### src/design/mtcs_pkg.sv
// constants for the transmit configuration and status block
// assumes a 32-bit classic Wishbone bus and a 20 MHz clock
package mtcs_pkg;
  // register indices; byte address is four times the index
  localparam logic [5:0] IDX_CMD    = 6'h00;
  localparam logic [5:0] IDX_STATUS = 6'h04;
  localparam logic [5:0] IDX_NCOL   = 6'h05;
  localparam logic [5:0] IDX_CONFIG = 6'h0D;
  localparam logic [5:0] IDX_DCFG   = 6'h0E;
  // transmit_config fields
  localparam int CFG_CRC_INH = 0;
  localparam int CFG_LOOP_LO = 1;
  localparam int CFG_LOOP_HI = 2;
  localparam int CFG_RTD     = 3;
  localparam int CFG_BACKOFF_OFFSET_EN    = 4;
  // transmit_status fields
  localparam int ST_SENT = 0;
  localparam int ST_COL  = 2;
  localparam int ST_ABT  = 3;
  localparam int ST_CRS  = 4;
  localparam int ST_FU   = 5;
  localparam int ST_CDH  = 6;
  localparam int ST_OWC  = 7;
  // data_config_reg loop_select_bit, command and readback
  localparam int DCFG_LS   = 3;
  localparam int CMD_START = 0;
  // reset values
  localparam logic [7:0] CFG_RST    = 8'h00;
  localparam logic [7:0] DCFG_RST   = 8'h04;
  localparam logic [7:0] STATUS_RST = 8'h00;
  // loopback modes
  typedef enum logic [1:0] {
    LOOP_NONE = 2'b00,
    LOOP_MAC  = 2'b01,
    LOOP_CODEC = 2'b10,
    LOOP_EXT  = 2'b11
  } mtcs_loop_type;
  // retry, backoff and remote disable hash figures
  localparam logic [4:0] LAST_RETRY  = 5'd15;
  localparam logic [4:0] BACKOFF_OFFSET_EN_LIMIT  = 5'd3;
  localparam logic [4:0] BACKOFF_OFFSET_EN_ADD    = 5'd3;
  localparam logic [4:0] BACKOFF_CAP = 5'd10;
  localparam logic [5:0] HASH_OFF    = 6'd62;
  localparam logic [5:0] HASH_ON     = 6'd63;
  // times in ns and their cycle counts
  localparam int CLK_NS       = 50;
  localparam int SLOT_TIME_NS = 51200;
  localparam int HB_WINDOW_NS = 6400;
  localparam logic [10:0] SLOT_CYC = 11'(SLOT_TIME_NS / CLK_NS);
  localparam logic [10:0] HB_CYC   = 11'(HB_WINDOW_NS / CLK_NS);
endpackage

### src/design/mtcs_top.sv
// transmit configuration and transmit status logic of a 10 Mbit/s MAC
// assumes a classic Wishbone master and a media side synchronous to CLK_I
// What this block does
// - fcs appended unless crc inhibit bit set
// - crc inhibit still honoured in loopback
// - bits 2:1 select one of four loopbacks
// - only mode 2 drives loop_out high
// - loopback bits reset to zero
// - remote multicast 62 disables, 63 enables
// - clearing remote disable enable re-enables transmitter
// - offset backoff for first three collisions
// - status cleared when host starts transmission
// - status bits set only by events
// - sent_ok when no abort nor underrun
// - collision flag and collision count kept
// - abort after sixteen attempts collide
// - carrier loss flagged, transmission continues
// - underrun flagged and transmission aborted
// - heartbeat missing in gap window flagged
// - heartbeat flag may set after collisions
// - late collision flagged, retried as normal
// - status undefined before first transmission
// - loop_select_bit zero selects loopback; loop_out ignores it and stays high in mode 2
//
// Our own choice: the Wishbone interface to the registers.
`timescale 1ns/1ps
`default_nettype none
module mtcs_top
  import mtcs_pkg::*;
(
  input  wire logic        CLK_I,         // 20 MHz
  input  wire logic        RESET_I,       // async, high
  input  wire logic [7:0]  ADR_I,         // byte address
  input  wire logic [31:0] DAT_I,         // write data
  input  wire logic [3:0]  SEL_I,         // byte lanes
  input  wire logic        WE_I,          // write
  input  wire logic        CYC_I,         // cycle
  input  wire logic        STB_I,         // strobe
  output logic      [31:0] DAT_O,         // read data
  output logic             ACK_O,         // answer
  input  wire logic        COL_I,         // collision
  input  wire logic        CRS_I,         // carrier sense
  input  wire logic        UNDERRUN_I,    // fifo ran dry
  input  wire logic        FRAME_END_I,   // last bit sent
  input  wire logic        HASH_HIT_I,    // multicast received
  input  wire logic [5:0]  HASH_IDX_I,    // its hash index
  output logic             TX_EN_O,       // transmitting
  output logic             CRC_APPEND_O,  // append fcs
  output logic             LOOP_OUT_O,    // codec loopback
  output var mtcs_pkg::mtcs_loop_type LOOP_MODE_O, // loopback mode
  output logic             LOOP_EN_O,     // loopback active
  output logic             TX_DISABLED_O  // remote disabled
);
  import mtcs_pkg::*;

  // sequencer states
  typedef enum logic [2:0] {
    S_IDLE = 3'b000,
    S_HOLD = 3'b001,
    S_SEND = 3'b010,
    S_BACK = 3'b011,
    S_GAP  = 3'b100
  } mtcs_state_type;

  mtcs_state_type state_q;     // sequencer state
  logic [7:0]  cfg_q;          // transmit_config
  logic [7:0]  dcfg_q;         // data_config_reg
  logic [7:0]  status_q;       // transmit_status
  logic [4:0]  ncol_q;         // collision_count_reg
  logic        tx_off_q;       // remote disable held
  logic        ack_q;          // bus answer
  logic [31:0] rdat_q;         // read data
  logic [31:0] rdat_d;         // read mux
  logic [10:0] tmr_q;          // cycle timer
  logic [9:0]  slots_q;        // backoff slots left
  logic [15:0] lfsr_q;         // random source
  logic        hb_seen_q;      // heartbeat seen in gap
  logic        req;            // new bus request
  logic        wr;             // accepted write
  logic        start;          // host starts a frame
  logic        col_ev;         // collision while sending
  logic        last_try;       // this collision aborts
  logic        late;           // past one slot time
  logic        gap_end;        // heartbeat window over
  logic [9:0]  draw;           // backoff slot count

  // mask of the random draw for collision number n
  function automatic logic [9:0] bo_mask(
    input logic [4:0] n,
    input logic       backoff_offset_en
  );
    logic [4:0] r;
    r = n;
    // low priority mode widens the first three draws
    if (backoff_offset_en && (n <= BACKOFF_OFFSET_EN_LIMIT)) begin
      r = 5'(n + BACKOFF_OFFSET_EN_ADD);
    end
    if (r > BACKOFF_CAP) begin
      r = BACKOFF_CAP;
    end
    bo_mask = 10'((11'h001 << r) - 11'h001);
  endfunction

  // bus decode; one request answered once
  assign req = CYC_I & STB_I & ~ack_q;
  // a write lands at the edge where the master samples ack high
  assign wr  = CYC_I & STB_I & WE_I & SEL_I[0] & ack_q;

  // host start only taken when idle
  assign start = wr & (ADR_I[7:2] == IDX_CMD)
               & DAT_I[CMD_START]
               & (state_q == S_IDLE);

  // media events in the sending state and the gap window
  assign col_ev   = (state_q == S_SEND) & COL_I;
  assign last_try = (ncol_q == LAST_RETRY);
  assign late     = (tmr_q == SLOT_CYC);
  assign gap_end  = (state_q == S_GAP)
                  & (tmr_q == HB_CYC - 11'h001);

  // backoff draw from the low lfsr bits
  assign draw = lfsr_q[9:0]
              & bo_mask(5'(ncol_q + 5'h01), cfg_q[CFG_BACKOFF_OFFSET_EN]);

  // classic wishbone answer one cycle after request
  always_ff @(posedge CLK_I or posedge RESET_I) begin
    if (RESET_I) begin
      ack_q <= 1'b0;
    end else begin
      ack_q <= req;
    end
  end

  // read mux; unmapped addresses read zero
  always_comb begin
    rdat_d = 32'h0000_0000;
    unique case (ADR_I[7:2])
      IDX_CMD: begin
        rdat_d[0] = (state_q != S_IDLE);
        rdat_d[1] = tx_off_q;
      end
      IDX_STATUS: rdat_d[7:0] = status_q;
      IDX_NCOL:   rdat_d[4:0] = ncol_q;
      IDX_CONFIG: rdat_d[7:0] = cfg_q;
      IDX_DCFG:   rdat_d[7:0] = dcfg_q;
      default:    rdat_d = 32'h0000_0000;
    endcase
  end

  // read data captured with the answer
  always_ff @(posedge CLK_I or posedge RESET_I) begin
    if (RESET_I) begin
      rdat_q <= 32'h0000_0000;
    end else if (req & ~WE_I) begin
      rdat_q <= rdat_d;
    end
  end

  // transmit_config; loopback bits come up clear
  always_ff @(posedge CLK_I or posedge RESET_I) begin
    if (RESET_I) begin
      cfg_q <= CFG_RST;
    end else if (wr & (ADR_I[7:2] == IDX_CONFIG)) begin
      // reserved bits 7:5 stay zero
      cfg_q <= {3'b000, DAT_I[4:0]};
    end
  end

  // data_config_reg; only loop_select_bit is used here
  always_ff @(posedge CLK_I or posedge RESET_I) begin
    if (RESET_I) begin
      dcfg_q <= DCFG_RST;
    end else if (wr & (ADR_I[7:2] == IDX_DCFG)) begin
      dcfg_q <= {1'b0, DAT_I[6:0]};
    end
  end

  // remote transmitter disable
  always_ff @(posedge CLK_I or posedge RESET_I) begin
    if (RESET_I) begin
      tx_off_q <= 1'b0;
    end else if (!cfg_q[CFG_RTD]) begin
      // feature off releases the transmitter
      tx_off_q <= 1'b0;
    end else if (HASH_HIT_I && (HASH_IDX_I == HASH_OFF)) begin
      tx_off_q <= 1'b1;
    end else if (HASH_HIT_I && (HASH_IDX_I == HASH_ON)) begin
      tx_off_q <= 1'b0;
    end
  end

  // free running lfsr; reseeds never, so draws are repeatable
  always_ff @(posedge CLK_I or posedge RESET_I) begin
    if (RESET_I) begin
      lfsr_q <= 16'hACE1;
    end else begin
      lfsr_q <= {lfsr_q[14:0],
                 lfsr_q[15] ^ lfsr_q[13] ^ lfsr_q[12] ^ lfsr_q[10]};
    end
  end

  // transmit sequencer
  always_ff @(posedge CLK_I or posedge RESET_I) begin
    if (RESET_I) begin
      state_q <= S_IDLE;
      tmr_q   <= 11'h000;
      slots_q <= 10'h000;
    end else begin
      unique case (state_q)
        S_IDLE: begin
          if (start) begin
            state_q <= S_HOLD;
          end
        end
        // wait here while a remote station holds us off
        S_HOLD: begin
          if (!tx_off_q) begin
            state_q <= S_SEND;
            tmr_q   <= 11'h000;
          end
        end
        S_SEND: begin
          // timer stops at one slot; only late matters
          if (tmr_q != SLOT_CYC) begin
            tmr_q <= tmr_q + 11'h001;
          end
          if (UNDERRUN_I) begin
            state_q <= S_IDLE;
          end else if (COL_I) begin
            if (last_try) begin
              state_q <= S_IDLE;
            end else begin
              // late or not, the retry is the same
              state_q <= S_BACK;
              slots_q <= draw;
              tmr_q   <= 11'h000;
            end
          end else if (FRAME_END_I) begin
            state_q <= S_GAP;
            tmr_q   <= 11'h000;
          end
        end
        // wait the drawn number of slot times
        S_BACK: begin
          if (slots_q == 10'h000) begin
            state_q <= S_SEND;
            tmr_q   <= 11'h000;
          end else if (tmr_q == SLOT_CYC - 11'h001) begin
            tmr_q   <= 11'h000;
            slots_q <= slots_q - 10'h001;
          end else begin
            tmr_q <= tmr_q + 11'h001;
          end
        end
        // heartbeat window of the interframe gap
        S_GAP: begin
          if (gap_end) begin
            state_q <= S_IDLE;
          end else begin
            tmr_q <= tmr_q + 11'h001;
          end
        end
        default: begin
          state_q <= S_IDLE;
        end
      endcase
    end
  end

  // heartbeat seen during the gap window
  always_ff @(posedge CLK_I or posedge RESET_I) begin
    if (RESET_I) begin
      hb_seen_q <= 1'b0;
    end else if (state_q == S_SEND) begin
      hb_seen_q <= 1'b0;
    end else if ((state_q == S_GAP) && COL_I) begin
      hb_seen_q <= 1'b1;
    end
  end

  // collision count for the current frame
  always_ff @(posedge CLK_I or posedge RESET_I) begin
    if (RESET_I) begin
      ncol_q <= 5'h00;
    end else if (start) begin
      ncol_q <= 5'h00;
    end else if (col_ev & ~UNDERRUN_I) begin
      ncol_q <= ncol_q + 5'h01;
    end
  end

  // transmit_status: cleared at start, then sticky per frame
  // events cannot coincide with start, which only fires when idle
  always_ff @(posedge CLK_I or posedge RESET_I) begin
    if (RESET_I) begin
      // value before first frame carries no meaning
      status_q <= STATUS_RST;
    end else if (start) begin
      status_q <= 8'h00;
    end else if (state_q == S_SEND) begin
      // bits only rise on their own events
      if (!CRS_I) begin
        status_q[ST_CRS] <= 1'b1;
      end
      if (UNDERRUN_I) begin
        status_q[ST_FU] <= 1'b1;
      end else if (COL_I) begin
        status_q[ST_COL] <= 1'b1;
        if (late) begin
          status_q[ST_OWC] <= 1'b1;
        end
        if (last_try) begin
          status_q[ST_ABT] <= 1'b1;
        end
      end else if (FRAME_END_I) begin
        // reached only without abort or underrun
        status_q[ST_SENT] <= 1'b1;
      end
    end else if (gap_end && !hb_seen_q && !COL_I) begin
      // a collision burst can mask the test too
      status_q[ST_CDH] <= 1'b1;
    end
  end

  // loopback decode; the codec pin ignores loop_select_bit
  assign LOOP_MODE_O = mtcs_loop_type'(
                       {cfg_q[CFG_LOOP_HI], cfg_q[CFG_LOOP_LO]});
  assign LOOP_OUT_O  = (LOOP_MODE_O == LOOP_CODEC);
  assign LOOP_EN_O   = ~dcfg_q[DCFG_LS]
                     & (LOOP_MODE_O != LOOP_NONE);

  // fcs control holds in every mode
  assign CRC_APPEND_O = ~cfg_q[CFG_CRC_INH];

  // remaining outputs
  assign TX_EN_O       = (state_q == S_SEND) & ~tx_off_q;
  assign TX_DISABLED_O = tx_off_q;
  assign ACK_O         = ack_q;
  assign DAT_O         = rdat_q;
endmodule
`default_nettype wire

### config.mk
export PLATFORM = sky130hd
export DESIGN_NAME = mtcs_top
export DESIGN_NICKNAME = d
export VERILOG_FILES = /design/src/design/mtcs_pkg.sv /design/src/design/mtcs_top.sv
export SDC_FILE = /design/constraint.sdc
export NUM_CORES = 1
export LEC_CHECK = 0
export BUFFER_PORTS_ARGS = -buffer_cell sky130_fd_sc_hd__buf_2
export CAP_MARGIN = 20
export CORE_MARGIN = 2
export CORE_UTILIZATION = 50
export DETAILED_ROUTE_END_ITERATION = 7
export GPL_TIMING_DRIVEN = 0
export PLACE_DENSITY_LB_ADDON = 0.08
export SKIP_CTS_REPAIR_TIMING = 1
export SLEW_MARGIN = 20
export SYNTH_ARGS = -nofsm -noshare
export SYNTH_HDL_FRONTEND = slang
export SYNTH_SLANG_ARGS = --single-unit
### constraint.sdc
create_clock -name CLK_I -period 3.8 [get_ports CLK_I]
set_clock_uncertainty 0.1 [all_clocks]
set_input_delay 0.19 -clock CLK_I [delete_from_list [all_inputs] [get_ports CLK_I]]
set_output_delay 0.19 -clock CLK_I [all_outputs]
set_load 0.1 [all_outputs]
# Word-level counts from Yosys, hierarchy flattened
# Index checks and enable logic that the tools add are counted.
classes:
  addsub: 5
  n_reduce_logical: 34
  n_shift: 1
  n_bitwise: 26
  order_cmp: 2
  n_eq_ne: 32
  mux: 55
op_table:
  columns: ["cell", "count"]
  rows:
  - ["2-to-1 mux 11 bit", 9]
  - ["2-to-1 mux 10 bit", 5]
  - ["one-hot mux 11 bit (4 select lines)", 1]
  - ["!= test 2 bit (second input constant)", 11]
  - ["nonzero test 2 bit", 11]
  - ["2-to-1 mux 3 bit", 7]
  - ["2-to-1 mux 5 bit", 4]
  - ["one-hot mux 10 bit (2 select lines)", 1]
  - ["subtractor 10 x 1 -> 10 bit (second input constant)", 2]
  - ["2-to-1 mux 1 bit", 19]
  - ["bitwise AND 1 bit", 16]
  - ["one-hot mux 3 bit (5 select lines)", 1]
  - ["equality test 6 x 3 -> 1 bit (second input constant)", 2]
  - ["equality test 6 x 4 -> 1 bit (second input constant)", 2]
  - ["equality test 6 bit (second input constant)", 2]
  - ["one-hot mux 3 bit (4 select lines)", 1]
  - ["AND reduction 4 bit", 3]
  - ["adder 11 x 1 -> 11 bit (second input constant)", 1]
  - ["equality test 11 x 10 -> 1 bit (second input constant)", 1]
  - ["equality test 11 bit (second input constant)", 1]
  - ["equality test 11 x 7 -> 1 bit (second input constant)", 1]
  - ["!= test 11 bit (second input constant)", 1]
  - ["bitwise AND 10 bit", 1]
  - ["zero test 10 bit", 1]
  - ["30 further kinds", 51]
word_totals:
  wordCells: 173
  output_inout_bits: 40
  reg_bits: 75
  input_bits: 60

# Depth between registers and ports, before layout
depth:
  depth_word: 13
  mapped_depth: 16
  ltp_nobuf: 13

# Worst setup path before layout
# OpenSTA, ideal clock, no wires.
synth_path:
  path_type: "register to register"
  from: "register ncol_q[1]"
  to: "register slots_q[8]"
  arrival_time_ns: 3.405
  setup_slack_ns: 0.226
  synth_period_minus_slack_ns: 3.574
  setup_time_ns: 0.070
  n_path_buf: 3
  path_stages_with_launch: 17
  required_time_ns: 3.630
  cell_sequence: "dfrtp_1 > ha_1 > buf_6 > and2_2 > ha_1 > buf_4 > nand2_1 > or2_2 > or4_1 > nand2_2 > nand3b_1 > ha_1 > buf_1 > inv_1 > or3_1 > a31oi_1 > nand3b_1"
synth_between:
  elab_chain_len: 13
  elab_cells_between_ends: 17
  cone_classes: "add/sub (3); order compare (2); eq/ne (2); shift (1); mux (6); bitwise (1); reduce/logical (2)"
synth_lines:
  columns: ["item", "line_no", "rtl"]
  rows:
  - ["start, declared", "mtcs_top.sv:69", "logic [4:0] ncol_q;"]
  - ["start signal, assigned", "mtcs_top.sv:288", "ncol_q <= ncol_q + 5'h01;"]
  - ["adder 5 x 1 -> 5 bit", "mtcs_top.sv:123", "& bo_mask(5'(ncol_q + 5'h01), cfg_q[CFG_BACKOFF_OFFSET_EN]);"]
  - ["<= comparator 5 x 2 -> 1 bit", "mtcs_top.sv:95", "if (backoff_offset_en && (n <= BACKOFF_OFFSET_EN_LIMIT)) begin"]
  - ["logical AND 1 bit", "mtcs_top.sv:95", null]
  - ["2-to-1 mux 5 bit", "mtcs_top.sv:95", null]
  - ["> comparator 5 x 4 -> 1 bit", "mtcs_top.sv:98", "if (r > BACKOFF_CAP) begin"]
  - ["2-to-1 mux 5 bit", "mtcs_top.sv:98", null]
  - ["<< shifter 1 x 5 -> 10 bit", "mtcs_top.sv:101", "bo_mask = 10'((11'h001 << r) - 11'h001);"]
  - ["subtractor 10 x 1 -> 10 bit", "mtcs_top.sv:101", null]
  - ["bitwise AND 10 bit", "mtcs_top.sv:123", null]
  - ["2-to-1 mux 10 bit", "mtcs_top.sv:230", "if (last_try) begin"]
  - ["2-to-1 mux 10 bit", "mtcs_top.sv:229", "end else if (COL_I) begin"]
  - ["2-to-1 mux 10 bit", "mtcs_top.sv:227", "if (UNDERRUN_I) begin"]
  - ["one-hot mux 10 bit (2 select lines)", "mtcs_top.sv:209", "unique case (state_q)"]
  - ["end signal, assigned", "mtcs_top.sv:235", "slots_q <= draw;"]
  - ["end signal, assigned", "mtcs_top.sv:250", "slots_q <= slots_q - 10'h001;"]
  - ["end, declared", "mtcs_top.sv:75", "logic [9:0] slots_q;"]
# Parallel ways exist; a longest one is shown, timed or not. The select of a mux whose other input is x is not followed.
# A chain may end at the register's enable or synchronous reset.

# Worst setup path in the final report
# Same ends and word-level chain as after synthesis.

==> results.py <==
metrics = {
    "cells_and_area": {
        "antenna_cells": 0,
        "fin_area_um2": 5310,
        "regArea_um2": 1890,
        "area_growth_pct": 18.0,
        "finalNetCount": 637,
        "fin_util": 0.608,
        "multi_input_area_um2": 2310,
        "stdcell_count": 682,
        "fill_cells": 795,
        "drive_gt1_frac": 0.286,
    },
    "clock_tree": {
        "cts_buffers": 9,
        "cts_root_buf": "clkbuf_8",
        "clockBufferDepth": 2,
        "ctsHtreeMaxLevel": 3,
        "clkTransAtPathRegs_ns": 0.08,
        "cts_tree": "yes",
        "clkSinkCount": 75,
        "clock_latency_ns": 0.35,
    },
    "synthesis": {
        "synth_top_area_frac": 0.367,
        "synth_edf_count": 0,
        "ys_dominant_reg_cell": "dfrtp_1",
        "synth.most_common_cell": "dfrtp_1",
        "synth_top_family_by_area": "simple AND/OR/NAND/NOR gates",
        "synthMuxAreaShare": 0.0501,
        "synth-simple-area-share": 0.229,
        "synthesis.area_um2": 4500,
        "ys_seq_elements": 75,
        "synth-compound-area-share": 0.164,
        "ys_types": 80,
        "synth_xor_area_frac": 0.0214,
        "seq_area_frac_synth": 0.420,
        "ys_top_cells_by_area": "dfrtp_1 (37%), dfstp_2 (5.3%), buf_4 (4.7%)",
        "synth-async-reset-ratio": 1.00,
        "synth_common_cells": "dfrtp_1 (66), nor2_1 (56), nand2_1 (34), buf_4 (28), a21oi_1 (23)",
        "syn_area_per_cell_um2": 9.42,
        "synth_fa_ha_area_frac": 0.0223,
        "yosysTopAreaCell": "dfrtp_1",
        "yosys_warnings": 0,
        "synthCells": 477,
    },
    "timing": {
        "fin_crit_ns": 3.65,
        "timing.final.crit_share": 0.962,
        "hold-worst-slack_ns": 0.0348,
        "slew_headroom": 0.371,
        "drv_slew": 0,
        "worst_pin_slew_ns": 0.941,
        "rsz0062_at_grt": "false",
        "finalSetupViolCount": 0,
        "hold_violations": 0,
        "fmax_ghz": 0.274,
    },
    "setup_path": {
        "crit_type": "flip-flop to flip-flop",
        "slowest_stage": "dfrtp_2",
        "critPathMaxFanout": 9,
        "cp-start-kind": "flip-flop",
        "critPathArrivalTime_ns": 3.84,
        "max_stage_delay_ns": 0.48,
        "critPathRequiredTime_ns": 3.99,
        "worst_setup_path_end_kind": "flip-flop",
        "worstPathCellList": "ha_1 -> buf_6 -> and2_2 -> ha_1 -> buf_4 -> nand2_1 -> or2_2 -> or4_4 -> nand2_4 -> nand3b_1 -> ha_4 -> inv_1 -> or3_1 -> a31oi_1 -> nand3b_1",
    },
    "global_routing": {
        "grt_pass1_wl_um": 17100,
        "antenna_found_initial": 0,
        "grt_pass1_vias": 3510,
        "grt_start_max_net_pins": 57,
        "grt-ovfl-total": 0,
        "grt_usage": 0.216,
    },
    "power_and_ir_drop": {
        "power.density_nw_per_um2": 343,
        "sw_frac_of_total": 0.355,
        "power_mw": 1.82,
        "clockPowerShare": 0.321,
        "power.leakage_nw": 2.42,
        "ir_worst_vdd_uv": 257,
        "power_switching_uw": 645,
        "power_frac_seq": 0.456,
        "p_int_mw": 1.17,
        "power_frac_comb": 0.223,
    },
    "routing": {
        "vias_per_cell": 5.61,
        "wl_um": 10400,
        "drt_first_iter_violations": 157,
        "vias": 3823,
        "ant_nets": 0,
        "dr.pass1.iters": 4,
        "wire_per_inst_um": 15.2,
        "drc": 0,
    },
    "hold_path": {
        "hp-class": "primary input to flip-flop",
    },
    "die": {
        "core-area_um2": 8720,
        "fp.dieArea_um2": 9770,
        "die_w_um": 98.8,
        "die_h_um": 98.8,
        "core.rowCount": 34,
        "start_util": 0.515,
        "ios": 100,
    },
    "placement": {
        "place_area_um2": 4970,
        "dp.final_hpwl_um": 7500,
        "portBuffers": 44,
        "dp_cells": 653,
        "place_congestion": 0.872,
    },
    "outcome": {
        "status": "finished clean",
    },
    "run": {
        "cap_violations": 0,
    },
}
-- power by group through the flow --
stage	combinational [mW]	sequential [mW]	clock [mW]
after floorplan	0.215	0.953	0
after global placement	0.379	0.844	0
after detailed placement	0.387	0.845	0
after CTS	0.388	0.829	0.597
after global routing	0.427	0.832	0.633
final	0.405	0.829	0.584
-- registers in the layout, indices dropped and copies added, names as in the netlist --
| name | cells |
|---|---|
| ACK_O | 1 |
| DAT_O | 8 |
| TX_DISABLED_O | 1 |
| cfg_q | 5 |
| dcfg_q | 7 |
| hb_seen_q | 1 |
| lfsr_q | 16 |
| ncol_q | 5 |
| slots_q | 10 |
| state_q | 3 |
| status_q | 7 |
| tmr_q | 11 |
-- worst max-delay path: cells and delay by family (launching register included) --
kind                       cells  cell delay, ns
and+or+nand+nor                8            1.79
adders and majority gates      3            0.69
DFF                            1            0.48
buffers and inverters          3            0.37
AOI/OAI and AO/OA              1            0.15
-- placed cells by master (no fill, tap or decap), drive strengths merged, types with 9 or more instances in the layout --
| cell type | instances |
|---|---|
| nand3 | 20 |
| conb | 24 |
| o21ai | 24 |
| nor3 | 15 |
| nand4 | 10 |
| dfstp | 9 |
| mux2i | 9 |
| buf | 93 |
| inv | 20 |
| a31oi | 11 |
| dfrtp | 66 |
| or3 | 9 |
| clkbuf | 14 |
| nor2 | 57 |
| mux2 | 12 |
| dlygate4sd3 | 9 |
| nand2 | 35 |
| a21oi | 23 |
-- metal layers --
| metal | up-vias | track usage | wire length [um] |
|---|---|---|---|
| li1 | 1856 | - | - |
| met1 | 1854 | 0.302 | 4850 |
| met2 | 101 | 0.349 | 4990 |
| met3 | 12 | 0.0390 | 389 |
| met4 | 0 | 0.0558 | 128 |
| met5 | - | 0 | 0 |
-- worst paths after layout --
kind,start,endpoint,slack [ns],depth (start not counted)
hold / removal,COL_I,hb_seen_q$_DFFE_PP0P_,0.03,2
setup / recovery,ncol_q[1]$_DFFE_PP0P_,slots_q[8]$_DFFE_PP0P_,0.15,15
hold reg to reg,lfsr_q[6]$_DFF_PP1_,lfsr_q[7]$_DFF_PP1_,0.27,0
min in group asynchronous,RESET_I,ncol_q[0]$_DFFE_PP0P_,0.24,3
max in group asynchronous,RESET_I,lfsr_q[5]$_DFF_PP1_,2.76,4
setup reg to reg,ncol_q[1]$_DFFE_PP0P_,slots_q[8]$_DFFE_PP0P_,0.15,15
-- stage by stage --
| stage | setup WS (ns) | TNS (ns) |
|---|---|---|
| floorplan | 0.226 | 0 |
| CTS | -0.188 | -0.221 |
| detailed placement | -0.160 | -0.172 |
| finish | 0.146 | 0 |
| global route | 0.0369 | 0 |
| global placement | -0.107 | -0.107 |
-- kinds of logic (layout without fill, tap and decap cells) --
group,after synthesis,after routing
and+or+nand+nor,191,191
AOI/OAI and AO/OA,104,104
DFF,75,75
buffers and inverters,66,140
muxes,21,21
xor gates and xnor gates,11,11
adders and majority gates,8,8
other,1,24
-- layout make-up --
type / count / share of cell area
well taps: 108 / 0.0255
plain buffers: 47 / 0.0648
multi-input cells: 359 / 0.435
clock buffers: 10 / 0.0259
repair buffers: 59 / 0.0707
flip-flops and latches: 75 / 0.356
inverters: 18 / 0.0132
clock inverters: 6 / 0.00920
Power figures use the tool's default switching activity.
